$ cat config.mk
export PLATFORM = sky130hd
export DESIGN_NAME = isr_top
export DESIGN_NICKNAME = d
export VERILOG_FILES = /design/src/shared/isr_pkg.sv /design/src/hdl/isr_top.sv
export SDC_FILE = /design/constraint.sdc
export NUM_CORES = 1
export LEC_CHECK = 0
export BUFFER_PORTS_ARGS = -buffer_cell sky130_fd_sc_hd__buf_2
export CORE_ASPECT_RATIO = 0.75
export CORE_MARGIN = 4
export CORE_UTILIZATION = 56
export CTS_CLUSTER_DIAMETER = 60
export DETAILED_ROUTE_END_ITERATION = 10
export PLACE_DENSITY = 0.87
export SYNTH_ARGS = -nofsm -noshare
export SYNTH_HDL_FRONTEND = slang
export SYNTH_SLANG_ARGS = --single-unit
$ cat constraint.sdc
create_clock -name clk_sys_i -period 4.6 [get_ports clk_sys_i]
set_input_delay 0.92 -clock clk_sys_i [delete_from_list [all_inputs] [get_ports clk_sys_i]]
set_output_delay 0.92 -clock clk_sys_i [all_outputs]
set_load 0.01 [all_outputs]
$ cat src/shared/isr_pkg.sv
// Constants and carrier types for the service request and remote/local block.
// Assumes a single 25 MHz system clock and synchronous active-high reset.
package isr_pkg;

    // ----------------------------------------------------------------
    // Interface sizes
    // ----------------------------------------------------------------
    localparam int NUM_OUTPUTS = 4;
    localparam int ADDR_W = 5;
    localparam int SPOLL_W = 8;

    // ----------------------------------------------------------------
    // Status byte layout and address limits
    // ----------------------------------------------------------------
    localparam int RQS_BIT = 6;
    localparam int PROG_ERR_BIT = 5;
    localparam int PON_BIT = 4;
    localparam logic [ADDR_W-1:0] ADDR_MAX = 5'h1E;
    localparam logic [ADDR_W-1:0] PPOLL_ADDR_MAX = 5'h07;
    localparam logic [ADDR_W-1:0] ADDR_RESET = 5'h05;

    // ----------------------------------------------------------------
    // Interrupt status/mask bit positions
    // ----------------------------------------------------------------
    localparam int IRQ_W = 4;
    localparam int IRQ_SRQ = 0;
    localparam int IRQ_ADDR_ERR = 1;
    localparam int IRQ_LOCAL_REFUSED = 2;
    localparam int IRQ_LOCKOUT = 3;

    // ----------------------------------------------------------------
    // Register offsets
    // ----------------------------------------------------------------
    localparam int REG_AW = 4;
    localparam logic [REG_AW-1:0] REG_CTRL = 4'h0;
    localparam logic [REG_AW-1:0] REG_ADDR = 4'h1;
    localparam logic [REG_AW-1:0] REG_STATUS = 4'h2;
    localparam logic [REG_AW-1:0] REG_IRQ_STAT = 4'h3;
    localparam logic [REG_AW-1:0] REG_IRQ_MASK = 4'h4;
    localparam logic [REG_AW-1:0] REG_PPOLL_CFG = 4'h5;
    localparam int CTRL_PON_EN = 0;
    localparam int CTRL_SEL_W = 3;
    localparam int PPCFG_SEL_LSB = 0;
    localparam int PPCFG_SENSE = 3;
    localparam int PPCFG_EN = 4;

    // Register port carrier
    typedef struct packed {
        logic [REG_AW-1:0] addr;
        logic [7:0] wdata;
        logic wr;
        logic rd;
    } isr_reg_req_type;

    // Bus-side events from the interface chips
    typedef struct packed {
        logic serial_poll;
        logic parallel_poll;
        logic clear_supply_command;
        logic go_remote;
        logic go_local;
        logic local_lockout;
        logic lockout_release;
        logic listen_addr;
        logic talk_addr;
    } isr_bus_ev_type;

    typedef enum logic [1:0] {
        RL_LOCAL,
        RL_REMOTE,
        RL_LOCKOUT
    } isr_rl_state_type;

endpackage : isr_pkg

$ cat src/hdl/isr_top.sv
// Service request, poll response and remote/local arbitration logic.
// Assumes bus handshake/address recognition is done by interface chips
// that deliver one-cycle event pulses synchronous to clk_sys_i.
//
// Chosen here: the strobed register port and the register addresses.
module isr_top #(
    parameter int NUM_OUTPUTS = isr_pkg::NUM_OUTPUTS
) (
    // Clock and reset
    input wire logic clk_sys_i,
    input wire logic rst_i,
    // Register port
    input wire isr_pkg::isr_reg_req_type reg_req_i,
    output logic [7:0] reg_rdata_o,
    // Instrument events
    input wire logic [NUM_OUTPUTS-1:0] output_fault_i,
    input wire logic prog_error_i,
    input wire logic power_on_i,
    input wire logic remote_cmd_busy_i,
    // Bus events
    input wire isr_pkg::isr_bus_ev_type bus_ev_i,
    // Front panel
    input wire logic front_panel_local_key_i,
    input wire logic panel_write_req_i,
    output logic panel_write_en_o,
    // Bus outputs
    output logic srq_o,
    output logic [7:0] poll_data_o,
    output logic [7:0] poll_data_oe_o,
    // Indicators and interrupt
    output logic srq_ind_o,
    output logic addr_ind_o,
    output logic remote_o,
    output logic addr_err_o,
    output logic irq_o
);

    // ----------------------------------------------------------------
    // State
    // ----------------------------------------------------------------
    logic rqs_q;
    logic pon_en_q;
    logic [NUM_OUTPUTS-1:0] fault_prev_q;
    logic [NUM_OUTPUTS-1:0] fault_rise;
    logic prog_err_flag_q;
    logic pon_flag_q;
    logic [isr_pkg::ADDR_W-1:0] addr_q;
    logic addr_err_q;
    logic listen_q;
    logic talk_q;
    logic [4:0] ppcfg_q;
    logic [isr_pkg::IRQ_W-1:0] irq_stat_q;
    logic [isr_pkg::IRQ_W-1:0] irq_mask_q;
    isr_pkg::isr_rl_state_type rl_q;
    logic [7:0] status_byte;
    logic raise;
    logic rqs_clr;
    logic local_refused;
    logic addr_wr;
    logic addr_bad;

    function automatic logic [7:0] sel_line(input logic [2:0] sel);
        sel_line = 8'h01 << sel;
    endfunction : sel_line

    // ----------------------------------------------------------------
    // Service request generation
    // ----------------------------------------------------------------
    // Fault edge detection, one lane per output
    for (genvar gi = 0; gi < NUM_OUTPUTS; gi++) begin : g_fault_rise
        assign fault_rise[gi] = output_fault_i[gi] & ~fault_prev_q[gi];
    end

    // A new cause outranks a poll in the same cycle so no event is lost
    assign raise = (|fault_rise) | prog_error_i
        | (power_on_i & pon_en_q);
    assign rqs_clr = bus_ev_i.serial_poll | bus_ev_i.clear_supply_command;

    always_ff @(posedge clk_sys_i) begin
        if (rst_i) begin
            fault_prev_q <= '0;
        end else begin
            fault_prev_q <= output_fault_i;
        end
    end

    always_ff @(posedge clk_sys_i) begin
        if (rst_i) begin
            rqs_q <= 1'b0;
        end else if (raise) begin
            rqs_q <= 1'b1;
        end else if (rqs_clr) begin
            rqs_q <= 1'b0;
        end
    end

    always_ff @(posedge clk_sys_i) begin
        if (rst_i) begin
            prog_err_flag_q <= 1'b0;
            pon_flag_q <= 1'b0;
        end else begin
            if (prog_error_i) begin
                prog_err_flag_q <= 1'b1;
            end else if (rqs_clr) begin
                prog_err_flag_q <= 1'b0;
            end
            if (power_on_i & pon_en_q) begin
                pon_flag_q <= 1'b1;
            end else if (rqs_clr) begin
                pon_flag_q <= 1'b0;
            end
        end
    end

    // Request line, indicator and status bit share the same flip-flop
    assign srq_o = rqs_q;
    assign srq_ind_o = rqs_q;

    always_comb begin
        status_byte = 8'h00;
        status_byte[isr_pkg::RQS_BIT] = rqs_q;
        status_byte[isr_pkg::PROG_ERR_BIT] = prog_err_flag_q;
        status_byte[isr_pkg::PON_BIT] = pon_flag_q;
        // Live fault levels fill the low bits
        status_byte[NUM_OUTPUTS-1:0] = output_fault_i;
    end

    // ----------------------------------------------------------------
    // Poll response
    // ----------------------------------------------------------------
    // Serial poll answer wins over a parallel poll in the same cycle
    always_ff @(posedge clk_sys_i) begin
        if (rst_i) begin
            poll_data_o <= 8'h00;
            poll_data_oe_o <= 8'h00;
        end else if (bus_ev_i.serial_poll) begin
            poll_data_o <= status_byte;
            poll_data_oe_o <= 8'hFF;
        end else if (bus_ev_i.parallel_poll) begin
            if (ppcfg_q[isr_pkg::PPCFG_EN]) begin
                poll_data_o <= (rqs_q == ppcfg_q[isr_pkg::PPCFG_SENSE])
                    ? sel_line(ppcfg_q[2:0]) : 8'h00;
                poll_data_oe_o <= sel_line(ppcfg_q[2:0]);
            end else if (addr_q <= isr_pkg::PPOLL_ADDR_MAX) begin
                // Default answer drives the line only while requesting
                poll_data_o <= rqs_q ? sel_line(addr_q[2:0]) : 8'h00;
                poll_data_oe_o <= rqs_q ? sel_line(addr_q[2:0]) : 8'h00;
            end else begin
                poll_data_o <= 8'h00;
                poll_data_oe_o <= 8'h00;
            end
        end else begin
            poll_data_o <= 8'h00;
            poll_data_oe_o <= 8'h00;
        end
    end

    // ----------------------------------------------------------------
    // Addressing
    // ----------------------------------------------------------------
    assign addr_wr = reg_req_i.wr && (reg_req_i.addr == isr_pkg::REG_ADDR);
    assign addr_bad = reg_req_i.wdata > {3'h0, isr_pkg::ADDR_MAX};

    // Out-of-range writes keep the old address and only flag the error
    always_ff @(posedge clk_sys_i) begin
        if (rst_i) begin
            addr_q <= isr_pkg::ADDR_RESET;
            addr_err_q <= 1'b0;
        end else if (addr_wr) begin
            addr_err_q <= addr_bad;
            if (!addr_bad) begin
                addr_q <= reg_req_i.wdata[isr_pkg::ADDR_W-1:0];
            end
        end
    end

    // Device clear leaves addressing alone; the interface chips own it
    always_ff @(posedge clk_sys_i) begin
        if (rst_i) begin
            listen_q <= 1'b0;
            talk_q <= 1'b0;
        end else begin
            listen_q <= bus_ev_i.listen_addr;
            talk_q <= bus_ev_i.talk_addr;
        end
    end

    always_ff @(posedge clk_sys_i) begin
        if (rst_i) begin
            addr_ind_o <= 1'b0;
            addr_err_o <= 1'b0;
        end else begin
            addr_ind_o <= listen_q | talk_q;
            addr_err_o <= addr_err_q;
        end
    end

    // ----------------------------------------------------------------
    // Remote/local arbitration
    // ----------------------------------------------------------------
    assign local_refused = front_panel_local_key_i
        && ((rl_q == isr_pkg::RL_LOCKOUT)
        || (rl_q == isr_pkg::RL_REMOTE && remote_cmd_busy_i));

    // Lockout is left only by the controller's release
    always_ff @(posedge clk_sys_i) begin
        if (rst_i) begin
            rl_q <= isr_pkg::RL_LOCAL;
        end else begin
            unique case (rl_q)
                isr_pkg::RL_LOCAL: begin
                    if (bus_ev_i.local_lockout) begin
                        rl_q <= isr_pkg::RL_LOCKOUT;
                    end else if (bus_ev_i.go_remote) begin
                        rl_q <= isr_pkg::RL_REMOTE;
                    end
                end
                isr_pkg::RL_REMOTE: begin
                    if (bus_ev_i.local_lockout) begin
                        rl_q <= isr_pkg::RL_LOCKOUT;
                    end else if (bus_ev_i.go_local) begin
                        rl_q <= isr_pkg::RL_LOCAL;
                    end else if (front_panel_local_key_i && !remote_cmd_busy_i) begin
                        rl_q <= isr_pkg::RL_LOCAL;
                    end
                end
                isr_pkg::RL_LOCKOUT: begin
                    if (bus_ev_i.lockout_release) begin
                        rl_q <= isr_pkg::RL_LOCAL;
                    end
                end
                default: begin
                    rl_q <= isr_pkg::RL_LOCAL;
                end
            endcase
        end
    end

    // Only the write gate and remote_o change with mode; settings live elsewhere
    always_ff @(posedge clk_sys_i) begin
        if (rst_i) begin
            panel_write_en_o <= 1'b0;
            remote_o <= 1'b0;
        end else begin
            panel_write_en_o <= panel_write_req_i && (rl_q == isr_pkg::RL_LOCAL);
            remote_o <= rl_q != isr_pkg::RL_LOCAL;
        end
    end

    // ----------------------------------------------------------------
    // Control registers
    // ----------------------------------------------------------------
    always_ff @(posedge clk_sys_i) begin
        if (rst_i) begin
            pon_en_q <= 1'b0;
            ppcfg_q <= 5'h00;
            irq_mask_q <= '0;
        end else if (reg_req_i.wr) begin
            if (reg_req_i.addr == isr_pkg::REG_CTRL) begin
                pon_en_q <= reg_req_i.wdata[isr_pkg::CTRL_PON_EN];
            end
            if (reg_req_i.addr == isr_pkg::REG_PPOLL_CFG) begin
                ppcfg_q <= reg_req_i.wdata[4:0];
            end
            if (reg_req_i.addr == isr_pkg::REG_IRQ_MASK) begin
                irq_mask_q <= reg_req_i.wdata[isr_pkg::IRQ_W-1:0];
            end
        end
    end

    // ----------------------------------------------------------------
    // Interrupts: set wins over read-clear
    // ----------------------------------------------------------------
    logic [isr_pkg::IRQ_W-1:0] irq_set;
    logic irq_rd;

    always_comb begin
        irq_set = '0;
        irq_set[isr_pkg::IRQ_SRQ] = raise;
        irq_set[isr_pkg::IRQ_ADDR_ERR] = addr_wr && addr_bad;
        irq_set[isr_pkg::IRQ_LOCAL_REFUSED] = local_refused;
        irq_set[isr_pkg::IRQ_LOCKOUT] = bus_ev_i.local_lockout;
    end

    assign irq_rd = reg_req_i.rd && (reg_req_i.addr == isr_pkg::REG_IRQ_STAT);

    always_ff @(posedge clk_sys_i) begin
        if (rst_i) begin
            irq_stat_q <= '0;
        end else if (irq_rd) begin
            irq_stat_q <= irq_set;
        end else begin
            irq_stat_q <= irq_stat_q | irq_set;
        end
    end

    // Mask applies to the updated status so the output follows in one cycle
    always_ff @(posedge clk_sys_i) begin
        if (rst_i) begin
            irq_o <= 1'b0;
        end else begin
            irq_o <= |(((irq_rd ? '0 : irq_stat_q) | irq_set) & irq_mask_q);
        end
    end

    // ----------------------------------------------------------------
    // Read data
    // ----------------------------------------------------------------
    always_ff @(posedge clk_sys_i) begin
        if (rst_i) begin
            reg_rdata_o <= 8'h00;
        end else if (reg_req_i.rd) begin
            unique case (reg_req_i.addr)
                isr_pkg::REG_CTRL: reg_rdata_o <= {7'h00, pon_en_q};
                isr_pkg::REG_ADDR: reg_rdata_o <= {addr_err_q, 2'h0, addr_q};
                isr_pkg::REG_STATUS: reg_rdata_o <= status_byte;
                isr_pkg::REG_IRQ_STAT: reg_rdata_o <= {4'h0, irq_stat_q};
                isr_pkg::REG_IRQ_MASK: reg_rdata_o <= {4'h0, irq_mask_q};
                isr_pkg::REG_PPOLL_CFG: reg_rdata_o <= {3'h0, ppcfg_q};
                default: reg_rdata_o <= 8'h00;
            endcase
        end else begin
            reg_rdata_o <= 8'h00;
        end
    end

endmodule : isr_top

==> key figures, run 1 <==
Clock tree
  • Post-CTS Setup Inserts: 0
  • PostCTS Resize Cnt: 0
  • CTS Root Buffer Type: clkbuf_8
  • CTS max path bufs: 2
  • Post-cts hold buffer count: 0
  • TritonCTS clock tree: built
  • CTS clk-pin slew, worst paths: 60 ps
  • # H-tree levels: 3
  • Sink Count: 60
  • CTS buffer count: 9
  • Skew-Pair Late Insertion Delay: around 340 ps

Logic synthesis
  • Syn_area_per_cell: 8.887 µm²
  • Number of flops mapped to enable cells by yosys: 0
  • Synthesized net count: roughly 320
  • Post-synth top cells: dfxtp_1, nand2_1, a21oi_1, nor2_1, nand3_1
  • Top FF cell, synth: dfxtp_1
  • Seq cells post-synth: 60
  • Synth Cell Area: approximately 0.0025 mm²
  • Synth warnings: 0
  • Sequential share of the synthesized area: 47.76%
  • Synth top area cells: dfxtp_1, a21oi_1, nand2_1
  • Async SR Flop Fraction: 0%
  • Cell variety after synth: 54
  • Synth top area share: 47.76%
  • Most frequent cell after synthesis: dfxtp_1
  • Yosys top cell by area: dfxtp_1
  • Syn Inst Count: 283

GRT
  • Most Crowded Layer GR: met2
  • Antenna violations before repair: 0
  • Largest net degree at the start of global routing: 43
  • Total Routing Usage GR: between 20% and 30%
  • Grt met2 use: 35.76%
  • Global-route met1 utilization: 35.47%
  • First-pass GRT wire length: 10900 µm
  • GR met3 Demand/Resource: 9.465%
  • Vias in the first global route: 2197
  • Gr ovfl total: 0

Critical path
  • Crit path capture: irq_o$_SDFF_PP0_
  • CP max FO: 9
  • FF-to-FF path depth: 4
  • CP arrival: 2710 ps
  • CP Class: in -> reg
  • Critical path's largest stage delay: 870 ps
  • Critical Path RT: 4810 ps
  • Critical Path Stages: 5
  • R2R Path End: poll_data_o[3]$_SDFF_PP0_
  • Worst r2r src: ppcfg_q[4]$_SDFFE_PP0P_
  • Crit path from: reg_req_i[11]
  • Buf+Inv Stages, Crit Path: 1
  • Crit start category: primary input
  • Register-to-Register Setup Slack: ~2900 ps
  • CP top delay family: simple AND/OR/NAND/NOR gates
  • CP max stage cell: nor4bb_2
  • Crit end category: flip-flop
  • Worst path cell trace: buf_2, nor4bb_2, a21boi_0, o311ai_1, nand4b_1

Timing
  • Setup Skew: 4.938 ps
  • Setup violations, final: 0
  • Period minus WS final: between 2000 and 2500 ps
  • Worst slew pin tran: between 900 and 1000 ps
  • RSZ-0062 raised after global routing: false
  • Fin. max-slew vios: 0
  • Final period util: between 50 and 60%
  • Max-slew headroom: a little over a third
  • Setup_tns: 0 ps
  • Final Hold Viols: 0
  • FMAX: ~400 MHz

Placed design
  • Post-DP HPWL: 4738 µm
  • Final Wtd Congestion: a little over 0.9
  • Number of port buffers: 64
  • Cell total after placement: slightly below 400

Layout
  • Non-Filler Instances: 404
  • Share of layout cells above drive strength 1: 25.79%
  • Antenna cell count: 0
  • Fill cells: between 300 and 400
  • Nets: 378
  • Area delta synth->final: 21.74%

Route
  • DRT Pass-1 Iters: 5
  • Iter 0 DRT Violations: 199
  • Drc violations: 0
  • Avg Vias per Cell: 6.116
  • Routed wire length: between 6000 and 7000 µm
  • Final ANT Viol Nets: 0
  • Drt wl/cell: 16.67 µm
  • Routed vias: 2471

Power
  • Worst vdd ir: 0.0002644 V
  • Clock network power share: about 46%
  • Tot Pwr: 1.201 mW
  • Int Power: approximately 900 µW
  • Comb power frac: 8.6%
  • Flop pwr share: 45.8%
  • Switch share: between 20 and 25%
  • Pwr Density: 392.1 mW/mm²
  • Net Sw Power: 274.8 µW
  • Leakage: ~1.3 nW

Floorplanning
  • Rows: 20
  • Core ar.: approximately 0.0042 mm²
  • I/O pin cnt: 65
  • Die area: 0.005638 mm²
  • Die height: 66.04 µm
  • Initial Utilization: 60.18%
  • Die Span X: 85.38 µm

Min path
  • Worst min path class: reg -> reg
  • Worst hold stages: 2

Job
  • # Max-Cap Violations: 0

Outcome
  • Status: complete, no violations
cell families (layout without fill, tap and decap cells):
kind of cell              after synthesis  after routing  share of synthesized area, %
AOI/OAI and AO/OA                      74             74                         19.65
muxes                                   1              1                        0.3980
and+or+nand+nor                       125            125                         27.16
DFF                                    60             60                         47.76
xor gates and xnor gates                1              1                        0.3483
buffers and inverters                  22             88                         4.677
flip-flops by register name (all words and copies together) (netlist names), 2 cells and up:
| name | count |
|---|---|
| poll_data_o | 8 |
| poll_data_oe_o | 8 |
| reg_rdata_o | 8 |
| addr_q | 5 |
| ppcfg_q | 5 |
| fault_prev_q | 4 |
| irq_mask_q | 4 |
| irq_stat_q | 4 |
| rl_q | 2 |
tightest hold or removal path, delay by kind of cell (launching register included):
family	cells	cell delay, ps
flip-flops	1	310
AND/OR/NAND/NOR	2	100
worst min-delay path by stage:
stage                                    from                    end  slack, ps
after floorplan           listen_q$_SDFF_PP0_  addr_ind_o$_SDFF_PP0_        410
after global placement    listen_q$_SDFF_PP0_  addr_ind_o$_SDFF_PP0_        420
after detailed placement    talk_q$_SDFF_PP0_  addr_ind_o$_SDFF_PP0_        430
after CTS                   talk_q$_SDFF_PP0_  addr_ind_o$_SDFF_PP0_        440
after global routing        talk_q$_SDFF_PP0_  addr_ind_o$_SDFF_PP0_        470
final                       talk_q$_SDFF_PP0_  addr_ind_o$_SDFF_PP0_        440
layer usage:
metal | up-vias | part of all wire, %
met5 | - | 0
met4 | 0 | 1.6
met3 | 20 | 13
met2 | 174 | 42
met1 | 1130 | 44
li1 | 1147 | -
final cells by class:
type / count / area [µm²] / share of cell area, %
multi-input cells: 201 / 1202 / 39.27
clock inverters: 4 / 70.07 / 2.289
flip-flops and latches: 60 / 1201 / 39.23
repair buffers: 65 / 327.8 / 10.71
well taps: 55 / 68.82 / 2.248
inverters: 7 / 26.28 / 0.8582
clock buffers: 12 / 165.2 / 5.394
stage by stage:
stage                     util (%)  hold slack [ps]  instance area, µm²  worst slack [ps]
after detailed placement     67.49            428.3                2820              1607
after CTS                    73.11            443.2                3055              1765
after global placement       67.49            421.3                2820              1647
after global routing         73.26            466.6                3062              1947
final                        73.26            441.5                3062              2103
after floorplan                  -            411.4                2515              2473
power groups by stage:
stage | clock network [mW] | logic (mW) | registers, mW
CTS | 0.552 | 0.101 | 0.549
global route | 0.581 | 0.112 | 0.552
global placement | 0 | 0.0970 | 0.559
detailed placement | 0 | 0.100 | 0.560
floorplan | 0 | 0.0580 | 0.562
finish | 0.548 | 0.103 | 0.550
cells in the final DEF, fill, tap and decap left out, types with 3 or more instances in the layout:
| cell type | count |
|---|---|
| a211oi_1 | 4 |
| a21oi_1 | 27 |
| a222oi_1 | 3 |
| a22oi_1 | 10 |
| and3_1 | 3 |
| buf_2 | 64 |
| clkbuf_8 | 12 |
| dfxtp_1 | 60 |
| inv_1 | 7 |
| nand2_1 | 32 |
| nand2b_1 | 7 |
| nand3_1 | 19 |
| nor2_1 | 25 |
| nor2b_1 | 8 |
| nor3_1 | 4 |
| nor4_1 | 4 |
| o21ai_0 | 8 |
| or3_1 | 3 |
No activity file was read; power rests on OpenSTA's default activity.
==> run 2, diff against run 1 <==
Settings changed: CORE_UTILIZATION 56 to 52, PLACE_DENSITY 0.87 to 0.82.
Clock period 4.6 ns to 2.6 ns, I/O delays scaled along.
==> key figures, run 2 (same netlist as run 1, synthesis figures left out) <==
Outcome
  • Status: complete, no violations

Layout
  • Area delta synth->final: 21.44%
  • Most common cell after layout, fill and taps aside: buf_2
  • Share of layout cells above drive strength 1: 25.64% (-0.15 points)
  • Biggest regs: poll_data_o x8, poll_data_oe_o x8, reg_rdata_o x8
  • Non-Filler Instances: 408 (+0.99%)
  • Most frequent cells in the layout: buf_2, dfxtp_1, nand2_1, a21oi_1, nor2_1
  • Antenna cell count: 0 (unchanged)
  • Nets: 380 (+0.53%)

Timing
  • Setup_tns: 0 ps (unchanged)
  • Post-route setup slack: 912.2 ps (-1191 ps)
  • Fin. max-slew vios: 0 (unchanged)
  • Worst slew pin tran: 685.0 ps (-257.8 ps)
  • Final period util: 64.92%
  • RSZ-0062 raised after global routing: false
  • Final Hold Viols: 0 (unchanged)
  • FMAX: 592.5 MHz
  • Period minus WS final: 1688 ps
  • Setup violations, final: 0 (unchanged)
  • Max-slew headroom: 54.21% (+18 points)
  • Hold Slack: 385.1 ps (-56.40 ps)
  • Setup Skew: 6.769 ps (+1.831 ps)

Critical path
  • Critical path's largest stage delay: 580 ps (-290 ps)
  • Crit end category: flip-flop
  • CP Class: reg -> reg
  • Critical Path RT: 2880 ps (-1930 ps)
  • CP arrival: 1970 ps (-740 ps)
  • Worst path cell trace: or4b_4, o32ai_1, a32o_1
  • CP max stage cell: or4b_4
  • CP max FO: 8 (-1)
  • Crit start category: flip-flop

Placed design
  • Cell total after placement: 392 (+1.0%)
  • Final Wtd Congestion: 0.8757 (-5.1%)
  • Number of port buffers: 64 (unchanged)
  • Post-DP HPWL: 4732 µm (-0.12%)
  • Placement Setup Slack: 672.5 ps (-934.4 ps)

GRT
  • Vias in the first global route: 2252 (+2.5%)
  • Gr ovfl total: 0 (unchanged)
  • First-pass GRT wire length: 10650 µm (-2.3%)
  • Total Routing Usage GR: 23.58% (-1.6 points)
  • Largest net degree at the start of global routing: 23 (-47%)
  • Antenna violations before repair: 0 (unchanged)

Clock tree
  • CTS max path bufs: 2 (unchanged)
  • # H-tree levels: 3 (unchanged)
  • Skew-Pair Late Insertion Delay: 340 ps (about the same)
  • CTS Root Buffer Type: clkbuf_8
  • Post-cts hold buffer count: 0 (unchanged)
  • PostCTS Resize Cnt: 0 (unchanged)
  • CTS buffer count: 9 (unchanged)
  • CTS clk-pin slew, worst paths: 70 ps (about the same)
  • Post-CTS Setup Inserts: 0 (unchanged)
  • TritonCTS clock tree: built
  • Sink Count: 60 (unchanged)

Route
  • Final ANT Viol Nets: 0 (unchanged)
  • Drc violations: 0 (unchanged)
  • Drt wl/cell: 16.20 µm (-2.8%)
  • Iter 0 DRT Violations: 329 (+65%)
  • Routed wire length: 6610 µm (-1.8%)
  • Avg Vias per Cell: 5.983 (-2.2%)
  • DRT Pass-1 Iters: 6 (+1)
  • Routed vias: 2441 (-1.2%)

Power
  • Leakage: 1.276 nW (about the same)
  • Tot Pwr: 2.067 mW (+72%)
  • Worst vdd ir: 0.0004481 V (+70%)
  • Pwr Density: 676.8 mW/mm² (+73%)

Job
  • # Max-Cap Violations: 0 (unchanged)

Min path
  • Worst min path class: in -> reg

Floorplanning
  • Core ar.: 0.004572 mm² (+9.4%)
  • Initial Utilization: 55.01% (-5.2 points)
  • I/O pin cnt: 65 (unchanged)
  • Die area: 0.006024 mm² (+6.8%)
  • Rows: 21 (+5.0%)
  • Die Span X: 88.30 µm (+3.4%)
  • Die height: 68.23 µm (+3.3%)
## run 2: report_power, final
group / internal, mW / switching [mW] / leakage (nW)
combinational: 0.0723 / 0.110 / 0.671
sequential: 0.952 / 0.0196 / 0.492
clock: 0.561 / 0.353 / 0.113
total: 1.58 / 0.482 / 1.28
## run 2: through the flow
step / utilization [%] / area (µm²)
5_1_grt: 66.80 / 3054
2_1_floorplan: - / 2515
3_5_place_dp: 62.07 / 2838
3_3_place_gp: 62.07 / 2838
6_report: 66.80 / 3054
4_1_cts: 66.80 / 3054
## run 2: routing by layer
layer	track usage [%]	routed length, µm
met3	8.664	731
met4	7.736	98
met2	34.89	2848
met1	31.91	2932
met5	0	0
## run 2: critical path, delay by kind of cell (launching register included)
kind,cells,cell delay (ps)
flops,1,390
simple gates,1,580
compound gates,2,660
## run 2: final timing paths
kind | end | slack, ps | cells past startpoint | from
worst min-delay path | listen_q$_SDFF_PP0_ | 390 | 2 | bus_ev_i[1]
worst max register to register | poll_data_o[1]$_SDFF_PP0_ | 910 | 3 | ppcfg_q[4]$_SDFFE_PP0P_
worst min register to register | addr_ind_o$_SDFF_PP0_ | 470 | 2 | listen_q$_SDFF_PP0_
worst max-delay path | poll_data_o[1]$_SDFF_PP0_ | 910 | 3 | ppcfg_q[4]$_SDFFE_PP0P_
## run 2: final cells by class
class,count,area (µm²)
Tap cell,57,71.32
Clock buffer,11,141.4
Multi-Input combinational cell,201,1196
Clock inverter,5,75.07
Sequential cell,60,1201
Timing Repair Buffer,67,342.8
Inverter,7,26.28
Fill cell,398,1518
==> run 3, diff against run 2 <==
Settings changed: ABC_AREA set to 1.
Clock period 2.6 ns to 1.7 ns, I/O delays scaled along.
==> key figures, run 3 <==
Outcome
  • Status: complete, no violations

Timing
  • Setup Skew: 5.417 ps (-1.352 ps)
  • Hold Slack: 214.2 ps (-170.9 ps)
  • Final Hold Viols: 0 (unchanged)
  • Fin. max-slew vios: 0 (unchanged)
  • Period minus WS final: 1362 ps
  • Worst slew pin tran: 377.4 ps (-307.6 ps)
  • Max-slew headroom: 74.78% (+21 points)
  • FMAX: about 730 MHz
  • Final period util: 80.11%
  • Setup_tns: 0 ps (unchanged)
  • Setup violations, final: 0 (unchanged)
  • RSZ-0062 raised after global routing: false

GRT
  • Vias in the first global route: 2074 (-7.9%)
  • Largest net degree at the start of global routing: 21 (-8.7%)
  • Gr ovfl total: 0 (unchanged)
  • Total Routing Usage GR: 22.12% (-1.5 points)
  • First-pass GRT wire length: 9680 µm (-9.1%)
  • Antenna violations before repair: 0 (unchanged)

Clock tree
  • CTS buffer count: 9 (unchanged)
  • Skew-Pair Late Insertion Delay: 340 ps (about the same)
  • CTS clk-pin slew, worst paths: 60 ps (about the same)
  • PostCTS Resize Cnt: 0 (unchanged)
  • CTS max path bufs: 2 (unchanged)
  • Post-cts hold buffer count: 0 (unchanged)
  • Sink Count: 60 (unchanged)
  • TritonCTS clock tree: built
  • CTS Root Buffer Type: clkbuf_8
  • # H-tree levels: 3 (unchanged)
  • Post-CTS Setup Inserts: 0 (unchanged)

Route
  • Drc violations: 0 (unchanged)
  • Routed vias: 2399 (-1.7%)
  • Final ANT Viol Nets: 0 (unchanged)
  • Iter 0 DRT Violations: 285 (-13%)
  • DRT Pass-1 Iters: 7 (+1)
  • Routed wire length: 6204 µm (-6.1%)
  • Avg Vias per Cell: 5.193 (-13%)
  • Drt wl/cell: 13.43 µm (-17%)

Critical path
  • R2R Path End: poll_data_o[0]$_SDFF_PP0_
  • CP Class: reg -> out
  • Buf+Inv Stages, Crit Path: 1 (+1)
  • FF-to-FF path depth: 5 (+2)
  • CP arrival: 1020 ps (-950 ps)
  • CP top delay family: flip-flops
  • Register-to-Register Setup Slack: 350 ps (-560 ps)
  • Worst r2r src: ppcfg_q[4]$_SDFFE_PP0P_
  • CP max FO: 8 (unchanged)
  • Crit start category: flip-flop
  • CP max stage cell: dfxtp_1
  • Worst path cell trace: buf_2
  • Crit end category: output port
  • Critical Path RT: 1360 ps (-1520 ps)
  • Critical path's largest stage delay: 490 ps (-90 ps)

Logic synthesis
  • Synth Cell Area: 0.002469 mm² (-1.8%)
  • Synth top area cells: dfxtp_1, nand2_1, inv_1
  • Post-synth top cells: nand2_1, dfxtp_1, inv_1, nor2_1, o21ai_0
  • Synth top area share: 48.66% (+0.90 points)
  • Seq cells post-synth: 60 (unchanged)
  • Top FF cell, synth: dfxtp_1
  • Sequential share of the synthesized area: 48.66% (+0.90 points)
  • Cell variety after synth: 30 (-44%)
  • Async SR Flop Fraction: 0% (unchanged)
  • Syn Inst Count: 332 (+17%)
  • Synth warnings: 0 (unchanged)
  • Synthesized net count: 366 (+15%)
  • Number of flops mapped to enable cells by yosys: 0 (unchanged)
  • Syn_area_per_cell: 7.436 µm² (-16%)
  • Yosys top cell by area: dfxtp_1
  • Most frequent cell after synthesis: nand2_1

Floorplanning
  • Initial Utilization: 54.62% (-0.38 points)
  • Core ar.: 0.004519 mm² (-1.1%)
  • Rows: 21 (unchanged)
  • I/O pin cnt: 65 (unchanged)
  • Die Span X: 87.56 µm (-0.84%)
  • Die height: 67.67 µm (-0.81%)
  • Die area: 0.005925 mm² (-1.6%)

Layout
  • Share of layout cells above drive strength 1: 23.46% (-2.2 points)
  • Multi-input logic area: 0.001051 mm² (-12%)
  • Most frequent cells in the layout: nand2_1, buf_2, dfxtp_1, inv_1, nor2_1
  • Nets: 435 (+14%)
  • Most common cell after layout, fill and taps aside: nand2_1
  • Biggest regs: poll_data_o x8, poll_data_oe_o x8, reg_rdata_o x8
  • Antenna cell count: 0 (unchanged)
  • FF+latch area: 0.001201 mm² (unchanged)
  • Fill cells: 403 (+1.3%)
  • Area delta synth->final: 24.18%

Min path
  • Worst hold stages: 3 (+1)
  • Hold path endpoint: listen_q$_SDFF_PP0_
  • Worst min path class: in -> reg
  • Min-delay src: bus_ev_i[1]

Job
  • # Max-Cap Violations: 0 (unchanged)

Placed design
  • Final Wtd Congestion: 0.8547 (-2.4%)
  • Post-DP HPWL: 4651 µm (-1.7%)
  • Number of port buffers: 64 (unchanged)

Power
  • Tot Pwr: 3.230 mW (+56%)
  • Worst vdd ir: 0.0007373 V (+65%)
  • Leakage: 1.473 nW (+15%)
  • Pwr Density: 1054 mW/mm² (+56%)
[run 3: how the worst max path moves through the flow]
| stage | to | slack [ps] | cells after the start | from |
|---|---|---|---|---|
| 2_1_floorplan | irq_o$_SDFF_PP0_ | 510 | 8 | reg_req_i[9] |
| 5_1_grt | poll_data_o[7]$_SDFF_PP0_ | 220 | 4 | ppcfg_q[4]$_SDFFE_PP0P_ |
| 3_5_place_dp | irq_o$_SDFF_PP0_ | 300 | 9 | reg_req_i[9] |
| 6_report | srq_o | 340 | 1 | srq_ind_o$_SDFFE_PP0P_ |
| 4_1_cts | srq_o | 330 | 1 | srq_ind_o$_SDFFE_PP0P_ |
| 3_3_place_gp | irq_o$_SDFF_PP0_ | 310 | 9 | reg_req_i[9] |
[run 3: through the flow]
step,util (%),std cells,cell area (µm²),setup slack (ps)
after floorplan,-,332,2469,515.0
after global placement,62.65,447,2831,309.3
after detailed placement,62.65,447,2831,299.8
after global routing,67.83,462,3065,220.2
final,67.83,462,3065,338.1
after CTS,67.83,462,3065,327.1
[run 3: power breakdown]
part / switching (mW) / internal, mW / total [mW] / leakage, nW
sequential: 0.0236 / 1.46 / 1.48 / 0.492
combinational: 0.177 / 0.105 / 0.282 / 0.863
clock: 0.525 / 0.939 / 1.46 / 0.119
[run 3: cells by family (layout without fill, tap and decap cells)]
kind of cell | Yosys count | in the layout | share of synthesized area (%)
buf+inv | 54 | 127 | 8.768
flops | 60 | 60 | 48.66
simple gates | 138 | 138 | 24.68
xor+xnor | 1 | 1 | 0.3549
compound gates | 79 | 79 | 17.54
[run 3: cell type report]
cell class / instances / area share (%)
flip-flops and latches: 60 / 39.18
multi-input cells: 218 / 34.29
repair buffers: 66 / 10.94
inverters: 46 / 5.633
clock buffers: 12 / 5.388
well taps: 57 / 2.327
clock inverters: 3 / 2.245
[run 3: metal layers]
layer  vias to the layer above  share of wire [%]  track usage [%]
li1                       1205                  -                -
met1                      1034                 44            29.55
met2                       148                 42            33.18
met3                        12                 13            8.659
met4                         0                1.3            6.322
met5                         -                  0                0
